--- config.mk ---
export PLATFORM = sky130hd
export DESIGN_NAME = pmc_ctrl
export DESIGN_NICKNAME = d
export VERILOG_FILES = /design/src/hdl/pmc_pkg.sv /design/src/hdl/pmc_ctrl.sv
export SDC_FILE = /design/constraint.sdc
export NUM_CORES = 1
export LEC_CHECK = 0
export BUFFER_PORTS_ARGS = -buffer_cell sky130_fd_sc_hd__buf_2
export CORE_ASPECT_RATIO = 1.1
export CORE_MARGIN = 3
export CORE_UTILIZATION = 52
export DETAILED_ROUTE_END_ITERATION = 7
export PLACE_DENSITY = 0.89
export SETUP_SLACK_MARGIN = 0.15
export SLEW_MARGIN = 0
export SYNTH_ARGS = -nofsm -noshare
export SYNTH_HDL_FRONTEND = slang
export SYNTH_SLANG_ARGS = --single-unit
--- constraint.sdc ---
create_clock -name clk_sys -period 2.7 [get_ports clk_sys]
set_input_delay 0.405 -clock clk_sys [delete_from_list [all_inputs] [get_ports clk_sys]]
set_output_delay 0.405 -clock clk_sys [all_outputs]
set_load 0.02 [all_outputs]
--- src/hdl/pmc_pkg.sv ---
// Package for the power mode controller: modes, constants and carriers
package pmc_pkg;

  typedef enum logic [2:0]
  {
    PMC_RUN      = 3'b000,
    PMC_WAIT     = 3'b001,
    PMC_AHALT    = 3'b010,
    PMC_HALT     = 3'b011,
    PMC_STARTUP  = 3'b100,
    PMC_WAKE     = 3'b101
  } pmc_state_e;

  localparam logic [7:0]  PMC_OPC_HALT      = 8'h8E;
  localparam logic [1:0]  PMC_IMASK_ENTRY   = 2'h2;
  localparam logic [1:0]  PMC_IMASK_RESET   = 2'h3;
  localparam logic [1:0]  PMC_IMASK_INTWAKE = 2'h3;
  localparam int          PMC_STARTUP_CYC   = 4096;
  localparam logic [12:0] PMC_CNT_RESET     = 13'h0000;
  localparam logic [15:0] PMC_RESET_VECTOR  = 16'hFFFE;
  localparam logic [15:0] PMC_VECTOR_BASE   = 16'hFFFA;

  // Instruction execute strobes from the CPU core
  typedef struct packed
  {
    logic       exec_valid;
    logic [7:0] opcode;
    logic       wait_for_interrupt_instr;
  } pmc_instr_s;

  // Interrupt request summary from the interrupt controller
  typedef struct packed
  {
    logic       irq_pending;
    logic       irq_halt_wake;
    logic       timebase_irq;
    logic [3:0] irq_index;
    logic [1:0] irq_priority;
  } pmc_irq_s;

endpackage

--- src/hdl/pmc_ctrl.sv ---
// Power mode controller: wait, active-halt and halt sequencing
`timescale 1ns/10ps
`default_nettype none

module pmc_ctrl
  import pmc_pkg::*;
(
  // Clock and reset
  input  wire logic        clk_sys,
  input  wire logic        rst_n,
  // CPU core
  input  wire pmc_instr_s  instr,
  input  wire logic        cc_pop,
  input  wire logic [1:0]  cc_pop_mask,
  output logic             cpu_stop,
  output logic [1:0]       cc_imask,
  output logic             cc_imask_load,
  output logic             cc_push,
  output logic             pc_load,
  output logic [15:0]      pc_vector,
  // Interrupt sources and wake reset
  input  wire pmc_irq_s    irq,
  input  wire logic        wake_reset,
  // Clock controller and watchdog
  input  wire logic        timebase_irq_enable,
  input  wire logic        watchdog_active,
  input  wire logic        watchdog_halt_option,
  output logic             osc_enable,
  output logic             periph_clk_enable,
  output logic             timebase_clk_enable,
  output logic             watchdog_reset_req,
  output logic [2:0]       power_mode
);

  pmc_state_e  state;
  pmc_state_e  next_state;
  logic [12:0] cnt;
  logic [12:0] next_cnt;
  logic        from_reset;
  logic        next_from_reset;
  logic        next_cpu_stop;
  logic [1:0]  next_cc_imask;
  logic        next_cc_imask_load;
  logic        next_cc_push;
  logic        next_pc_load;
  logic [15:0] next_pc_vector;
  logic        next_osc_enable;
  logic        next_periph_clk_enable;
  logic        next_timebase_clk_enable;
  logic        next_watchdog_reset_req;
  logic        halt_exec;
  logic        wfi_exec;

  // Vector address of an interrupt slot, two bytes per slot downward
  function automatic logic [15:0] vec_addr(input logic [3:0] idx);
    vec_addr = PMC_VECTOR_BASE - {11'h000, idx, 1'b0};
  endfunction

  assign halt_exec = instr.exec_valid && (instr.opcode == PMC_OPC_HALT);
  assign wfi_exec  = instr.exec_valid && instr.wait_for_interrupt_instr;

  always_comb
  begin
    next_state               = state;
    next_cnt                 = cnt;
    next_from_reset          = from_reset;
    next_cc_imask            = cc_imask;
    next_cc_imask_load       = 1'b0;
    next_cc_push             = 1'b0;
    next_pc_load             = 1'b0;
    next_pc_vector           = pc_vector;
    next_watchdog_reset_req  = 1'b0;
    case (state)
      PMC_RUN:
      begin
        if (wfi_exec)
        begin
          next_state         = PMC_WAIT;
          next_cc_imask      = PMC_IMASK_ENTRY;
          next_cc_imask_load = 1'b1;
        end
        else if (halt_exec)
        begin
          next_cc_imask      = PMC_IMASK_ENTRY;
          next_cc_imask_load = 1'b1;
          if (timebase_irq_enable)
          begin
            next_state = PMC_AHALT;
          end
          else if (watchdog_active && watchdog_halt_option)
          begin
            // Halt refused: the watchdog resets the device instead
            next_watchdog_reset_req = 1'b1;
          end
          else
          begin
            next_state = PMC_HALT;
          end
        end
        else if (irq.irq_pending)
        begin
          // Normal service entry
          next_cc_push       = 1'b1;
          next_cc_imask      = irq.irq_priority;
          next_cc_imask_load = 1'b1;
          next_pc_load       = 1'b1;
          next_pc_vector     = vec_addr(irq.irq_index);
          next_state         = PMC_WAKE;
        end
        else if (cc_pop)
        begin
          next_cc_imask      = cc_pop_mask;
          next_cc_imask_load = 1'b1;
        end
      end
      PMC_WAIT:
      begin
        if (wake_reset)
        begin
          next_state     = PMC_RUN;
          next_pc_load   = 1'b1;
          next_pc_vector = PMC_RESET_VECTOR;
          next_cc_imask  = PMC_IMASK_RESET;
          next_cc_imask_load = 1'b1;
        end
        else if (irq.irq_pending)
        begin
          next_state         = PMC_WAKE;
          next_cc_push       = 1'b1;
          next_cc_imask      = irq.irq_priority;
          next_cc_imask_load = 1'b1;
          next_pc_load       = 1'b1;
          next_pc_vector     = vec_addr(irq.irq_index);
        end
      end
      PMC_AHALT:
      begin
        if (wake_reset)
        begin
          // Reset exit still waits for the oscillator
          next_state      = PMC_STARTUP;
          next_cnt        = PMC_CNT_RESET;
          next_from_reset = 1'b1;
        end
        else if (irq.irq_pending && (irq.timebase_irq || irq.irq_halt_wake))
        begin
          next_state         = PMC_WAKE;
          next_cc_push       = 1'b1;
          next_cc_imask      = irq.irq_priority;
          next_cc_imask_load = 1'b1;
          next_pc_load       = 1'b1;
          next_pc_vector     = vec_addr(irq.irq_index);
        end
      end
      PMC_HALT:
      begin
        if (wake_reset || (irq.irq_pending && irq.irq_halt_wake))
        begin
          next_state      = PMC_STARTUP;
          next_cnt        = PMC_CNT_RESET;
          next_from_reset = wake_reset;
        end
      end
      PMC_STARTUP:
      begin
        if (wake_reset)
        begin
          next_from_reset = 1'b1;
        end
        if (cnt == 13'(PMC_STARTUP_CYC - 1))
        begin
          next_pc_load       = 1'b1;
          next_cc_imask_load = 1'b1;
          if (from_reset || wake_reset)
          begin
            next_state     = PMC_RUN;
            next_pc_vector = PMC_RESET_VECTOR;
            next_cc_imask  = PMC_IMASK_RESET;
          end
          else
          begin
            next_state     = PMC_WAKE;
            next_cc_push   = 1'b1;
            next_cc_imask  = irq.irq_priority;
            next_pc_vector = vec_addr(irq.irq_index);
          end
        end
        else
        begin
          next_cnt = cnt + 13'h0001;
        end
      end
      PMC_WAKE:
      begin
        // One cycle for the CPU to take the vector
        next_state = PMC_RUN;
      end
      default:
      begin
        next_state = PMC_RUN;
      end
    endcase
    next_cpu_stop            = (next_state != PMC_RUN) && (next_state != PMC_WAKE);
    next_osc_enable          = (next_state != PMC_HALT);
    next_timebase_clk_enable = (next_state != PMC_HALT);
    next_periph_clk_enable   = (next_state == PMC_RUN) || (next_state == PMC_WAIT)
                             || (next_state == PMC_WAKE);
  end

  always_ff @(posedge clk_sys)
  begin
    if (!rst_n)
    begin
      state               <= PMC_RUN;
      cnt                 <= PMC_CNT_RESET;
      from_reset          <= 1'b0;
      cpu_stop            <= 1'b0;
      cc_imask            <= PMC_IMASK_RESET;
      cc_imask_load       <= 1'b0;
      cc_push             <= 1'b0;
      pc_load             <= 1'b0;
      pc_vector           <= PMC_RESET_VECTOR;
      osc_enable          <= 1'b1;
      periph_clk_enable   <= 1'b1;
      timebase_clk_enable <= 1'b1;
      watchdog_reset_req  <= 1'b0;
      power_mode          <= PMC_RUN;
    end
    else
    begin
      state               <= next_state;
      cnt                 <= next_cnt;
      from_reset          <= next_from_reset;
      cpu_stop            <= next_cpu_stop;
      cc_imask            <= next_cc_imask;
      cc_imask_load       <= next_cc_imask_load;
      cc_push             <= next_cc_push;
      pc_load             <= next_pc_load;
      pc_vector           <= next_pc_vector;
      osc_enable          <= next_osc_enable;
      periph_clk_enable   <= next_periph_clk_enable;
      timebase_clk_enable <= next_timebase_clk_enable;
      watchdog_reset_req  <= next_watchdog_reset_req;
      power_mode          <= next_state;
    end
  end

  wait_entry_a: assert property (@(posedge clk_sys) disable iff (!rst_n)
    (state == PMC_RUN && wfi_exec) |=> (state == PMC_WAIT && cc_imask == 2'h2 && cpu_stop))
    else $error("wait entry wrong");
  mask_force_a: assert property (@(posedge clk_sys) disable iff (!rst_n)
    (state == PMC_RUN && halt_exec && !(watchdog_active && watchdog_halt_option
     && !timebase_irq_enable)) |=> (cc_imask == 2'h2 && cc_imask_load))
    else $error("mask not forced on halt entry");
  halt_select_a: assert property (@(posedge clk_sys) disable iff (!rst_n)
    (state == PMC_RUN && halt_exec && timebase_irq_enable) |=> state == PMC_AHALT)
    else $error("active-halt not selected");
  ahalt_fast_a: assert property (@(posedge clk_sys) disable iff (!rst_n)
    (state == PMC_AHALT && !wake_reset && irq.irq_pending && irq.timebase_irq)
    |=> (state == PMC_WAKE && pc_load))
    else $error("active-halt interrupt exit delayed");
  ahalt_clk_a: assert property (@(posedge clk_sys) disable iff (!rst_n)
    (state == PMC_AHALT) |-> (!periph_clk_enable && osc_enable && timebase_clk_enable))
    else $error("active-halt clocks wrong");
  halt_osc_a: assert property (@(posedge clk_sys) disable iff (!rst_n)
    (state == PMC_HALT) |-> (!osc_enable && !periph_clk_enable))
    else $error("oscillator running in halt");
  startup_len_a: assert property (@(posedge clk_sys) disable iff (!rst_n)
    $rose(state == PMC_STARTUP) |-> !pc_load [*8])
    else $error("start-up delay cut short");
  startup_end_a: assert property (@(posedge clk_sys) disable iff (!rst_n)
    (state == PMC_STARTUP && cnt == 13'h0FFF) |=> (pc_load && state != PMC_STARTUP))
    else $error("start-up delay end wrong");
  wait_reset_a: assert property (@(posedge clk_sys) disable iff (!rst_n)
    (state == PMC_WAIT && wake_reset) |=> (pc_vector == 16'hFFFE && state == PMC_RUN))
    else $error("reset did not win in wait");
  wdg_halt_a: assert property (@(posedge clk_sys) disable iff (!rst_n)
    (state == PMC_RUN && halt_exec && timebase_irq_enable) |=> !watchdog_reset_req)
    else $error("watchdog reset in active-halt");
  wait_clk_a: assert property (@(posedge clk_sys) disable iff (!rst_n)
    (state == PMC_WAIT) |-> (cpu_stop && periph_clk_enable && osc_enable))
    else $error("wait mode clocks wrong");
  wait_wake_a: assert property (@(posedge clk_sys) disable iff (!rst_n)
    (state == PMC_WAIT && !wake_reset && irq.irq_pending)
    |=> (state == PMC_WAKE && pc_load))
    else $error("wait mode did not wake on interrupt");
  svc_push_a: assert property (@(posedge clk_sys) disable iff (!rst_n)
    (state == PMC_WAIT && !wake_reset && irq.irq_pending)
    |=> (cc_push && cc_imask_load && cc_imask == $past(irq.irq_priority)))
    else $error("service entry did not push or set priority");
  pop_restore_a: assert property (@(posedge clk_sys) disable iff (!rst_n)
    (state == PMC_RUN && cc_pop && !wfi_exec && !halt_exec && !irq.irq_pending)
    |=> (cc_imask_load && cc_imask == $past(cc_pop_mask)))
    else $error("pop did not restore mask");
  ahalt_reset_a: assert property (@(posedge clk_sys) disable iff (!rst_n)
    (state == PMC_AHALT && wake_reset) |=> (state == PMC_STARTUP && cnt == 13'h0000))
    else $error("reset exit from active-halt skipped start-up");
  pending_wake_a: assert property (@(posedge clk_sys) disable iff (!rst_n)
    (state == PMC_AHALT && !wake_reset && irq.irq_pending && irq.irq_halt_wake)
    |=> (state == PMC_WAKE && pc_load))
    else $error("pending interrupt did not wake active-halt");
  halt_wake_a: assert property (@(posedge clk_sys) disable iff (!rst_n)
    (state == PMC_HALT && irq.irq_pending && irq.irq_halt_wake)
    |=> (state == PMC_STARTUP && osc_enable && !pc_load))
    else $error("halt wake did not restart oscillator");
  halt_hold_a: assert property (@(posedge clk_sys) disable iff (!rst_n)
    (state == PMC_HALT && !wake_reset && !(irq.irq_pending && irq.irq_halt_wake))
    |=> (state == PMC_HALT && !osc_enable))
    else $error("halt left without a wake source");
  wdg_refuse_a: assert property (@(posedge clk_sys) disable iff (!rst_n)
    (state == PMC_RUN && halt_exec && !timebase_irq_enable && watchdog_active
     && watchdog_halt_option) |=> (watchdog_reset_req && state == PMC_RUN))
    else $error("watchdog halt option ignored");
  other_opcode_a: assert property (@(posedge clk_sys) disable iff (!rst_n)
    (state == PMC_RUN && instr.exec_valid && !instr.wait_for_interrupt_instr
     && instr.opcode != PMC_OPC_HALT) |=> (!cpu_stop && !watchdog_reset_req))
    else $error("non-halt opcode stopped the core");
  startup_hold_a: assert property (@(posedge clk_sys) disable iff (!rst_n)
    (state == PMC_STARTUP && cnt != 13'h0FFF) |=> (state == PMC_STARTUP && !pc_load))
    else $error("start-up left early");
  reset_wins_a: assert property (@(posedge clk_sys) disable iff (!rst_n)
    (state == PMC_STARTUP && cnt == 13'h0FFF && from_reset)
    |=> (state == PMC_RUN && pc_vector == 16'hFFFE && cc_imask == 2'h3))
    else $error("reset exit did not take the reset vector");

endmodule

`default_nettype wire

==> results.md <==
* Status: completed
* Post-synth EDFFs at 0
* Dpl cells at 326
* Worst setup path category: reg2reg
* Vias in the first global route at 1857
* Vias per Instance at 5.63
* Power share of the combinational group at 27.4%
* WP buf/inv at 0
* Total net switching power at 0.504 mW
* Fmax at 455 MHz
* Total grt overflow at 0
* DR iter-0 viols at 77
* LEAKAGE at 0.979 nW
* CP delay by family, top: compound AO/OA/AOI/OAI gates
* Antenna viol nets, final at 0
* Share of layout cells above drive strength 1 at 30.6%
* Worst Setup SP: state[0]
* Setup slack after placement at 0.469 ns
* Die W at 66.6 um
* Worst setup endpoint: pc_vector[3]
* Max-slew violation count at 0
* Total Nets Final at 313
* Post-synth cell types at 65
* Synthesized instance count at 229
* Slew @ Worst Pin at 0.656 ns
* Worst VDD drop at 413 uV
* WP depth at 5
* Met2 Usage GRT at 38.0%
* Largest stage delay on the critical path at 0.50 ns
* GR Layer Usage met1 at 26.8%
* TritonCTS clock tree: done
* Final Wtd Congestion at 0.886
* Post-detail-place hpwl at 3720 um
* Seq cells post-synth at 42
* Initial antenna violation count at 0
* Synthesis-to-layout area growth at 18.1%
* Hold-fix buffers, CTS at 0
* Clock group share of total power at 26.1%
* PnR worst setup slack at 0.501 ns
* Crit start category: register
* GRT busiest layer: met2
* Internal at 1.02 mW
* Reg2reg start: state[0]
* Worst Setup End Kind: register
* Io pins at 57
* Data required time of the critical path at 2.92 ns
* Sequential Power Share at 46.5%
* Die Y at 72.6 um
* Post-CTS Setup Repair Bufs at 0
* Sw frac at 32.9%
* Core footprint at 0.00377 mm2
* Setup Skew at 0.00524 ns
* CTS buffer count at 5
* Post-CTS sizing at 0
* Syn nets at 259
* Pwr dens at 617 mW/mm2
* Clk buf depth at 2
* Largest net degree at the start of global routing at 20
* Worst path slowest cell: dfxtp_1
* Register area share after synthesis at 40.1%
* Initial Utilization at 55.6%
* Synth warn at 0
* Vias post-DR at 1879
* Finished Layout Cells at 334
* Worst reg2reg path endpoint: pc_vector[3]
* GRT Resource Usage Total at 22.2%
* Final setup violation count at 0
* H-tree Lvls at 2
* ANT cells at 0
* FILL cells at 315
* CTS root buffer: clkbuf_8
* FP Rows at 23
* Async set-reset flop share out of synthesis at 0%
* Synthesized area per cell at 9.16 um2
* Tmin final at 2.20 ns
* Hold/Removal Path Class: in2reg
* Clock Sink Count at 42
* WL final at 4860 um
* Worst R2R Setup Slack at 0.50 ns
* FF-to-FF path depth at 5
* CP max FO at 19
* DIE AREA at 0.00483 mm2
* Dominant synthesized flop cell: dfxtp_1
* Routed wire length per instance at 14.5 um
* Residual DRC count at 0
* Final hold violation count at 0
* CP Data Arrival Time at 2.42 ns
* First-pass iteration count of the detailed router at 4
* Slew margin rel. at 56.0%
* Port bufs at 56
* Wire length of the first global-routing pass at 8400 um
* Met3 usage at 6.32%
* Max Cap Viol at 0
* CP cell instances: or2_2 -> nor4_4 -> o2bb2ai_2 -> o21ai_2 -> a2bb2oi_1
* Mapped cell area at 0.00210 mm2
* Setup tns final at 0 ns
* Fin crit share at 81.4%
* RSZ-0062 raised after global routing: false
* Reg clk slew, reported paths at 0.08 ns
* Later-pin clock latency in the skew report at 0.29 ns
-- placed cells by master, fill, tap and decap left out, types with 2 or more instances in the layout --
cell type	n
o21ai_0	7
nand3_1	7
xnor2_1	8
buf_2	56
a2111oi_1	2
clkbuf_8	5
or2_1	5
a21oi_1	13
or2_2	8
nor3_1	5
o2111ai_1	2
o21bai_1	3
inv_1	8
nand2_1	12
nand3b_1	2
nor4_1	2
o211a_1	2
a2bb2oi_1	5
xor2_1	4
and3_1	2
nor2_1	26
nand4_1	3
ha_1	2
buf_4	3
nand2b_1	3
or3_1	3
mux2i_1	4
a211oi_1	2
dfxtp_1	42
-- worst min-delay path by stage --
| stage | slack [ns] | endpoint | from | cells past startpoint |
|---|---|---|---|---|
| 2_1_floorplan | 0.46 | cnt[12] | cnt[12] | 1 |
| 5_1_grt | 0.28 | pc_vector[1] | irq[2] | 2 |
| 3_5_place_dp | 0.42 | pc_vector[12] | pc_vector[12] | 1 |
| 3_3_place_gp | 0.42 | pc_vector[0] | pc_vector[0] | 2 |
| 6_report | 0.28 | pc_vector[1] | irq[2] | 2 |
| 4_1_cts | 0.27 | pc_vector[1] | irq[2] | 2 |
-- cells in the mapped netlist, types with 2 or more instances --
cell type | number | area, um2
or2_1 | 5 | 31.3
or2_2 | 8 | 50.1
o21bai_1 | 3 | 22.5
a2bb2oi_1 | 5 | 43.8
a2111oi_1 | 2 | 20.0
or3_1 | 3 | 18.8
and3_1 | 2 | 12.5
buf_4 | 2 | 15.0
o2111ai_1 | 2 | 17.5
ha_1 | 2 | 25.0
nor3_1 | 5 | 25.0
inv_1 | 8 | 30.0
o211a_1 | 2 | 20.0
nand2b_1 | 3 | 18.8
nand3b_1 | 2 | 15.0
a21oi_1 | 13 | 65.1
mux2i_1 | 4 | 40.0
clkbuf_1 | 5 | 18.8
dfxtp_1 | 42 | 841
nor2_1 | 26 | 97.6
o21ai_0 | 7 | 35.0
nand4_1 | 3 | 18.8
nand2_1 | 12 | 45.0
xnor2_1 | 8 | 70.1
nor4_1 | 2 | 12.5
nand3_1 | 7 | 35.0
a211oi_1 | 2 | 15.0
buf_6 | 2 | 22.5
buf_2 | 3 | 15.0
xor2_1 | 4 | 35.0
-- power by group through the flow --
stage	clock, mW	combinational [mW]	sequential (mW)
3_3_place_gp	0	0.406	0.723
5_1_grt	0.432	0.457	0.719
4_1_cts	0.407	0.418	0.710
3_5_place_dp	0	0.416	0.724
6_report	0.398	0.419	0.711
2_1_floorplan	0	0.273	0.751
-- layer usage --
| layer | wire length (um) | part of all wire, % |
|---|---|---|
| met5 | 0 | 0 |
| met4 | 99 | 2.0 |
| met3 | 340 | 7.0 |
| met2 | 2500 | 51 |
| met1 | 1920 | 40 |
-- registers in the layout, summed over array words and instances (netlist names), 2 cells and up --
register,cells
cc_imask,2
cnt,13
pc_vector,16
state,3
-- area by class of cell --
type	instances	area, um2	share of cell area [%]
Clock buffer	6	72.6	2.93
Clock inverter	2	13.8	0.556
Inverter	8	30.0	1.21
Multi-Input combinational cell	167	1150	46.6
Sequential cell	42	841	33.9
Tap cell	50	62.6	2.53
Timing Repair Buffer	59	303	12.2
-- metrics by stage --
stage               utilization (%)  total power [mW]  area [um2]  hold slack, ns
floorplan                         -              1.02        2100           0.464
global placement               63.4              1.13        2390           0.415
detailed placement             63.4              1.14        2390           0.421
CTS                            65.7              1.54        2480           0.269
global route                   65.7              1.61        2480           0.282
finish                         65.7              1.53        2480           0.277
-- logic make-up (layout without fill, tap and decap cells) --
family | Yosys count | after routing | synth area share [%]
adder cells (fa/ha/maj) | 2 | 2 | 1.19
flip-flops | 42 | 42 | 40.1
AND/OR/NAND/NOR | 91 | 91 | 25.0
XOR/XNOR | 12 | 12 | 5.01
buffers and inverters | 20 | 75 | 4.83
multiplexers | 4 | 4 | 1.91
AO/OA/AOI/OAI | 58 | 58 | 22.0
Power figures use the tool's default switching activity.
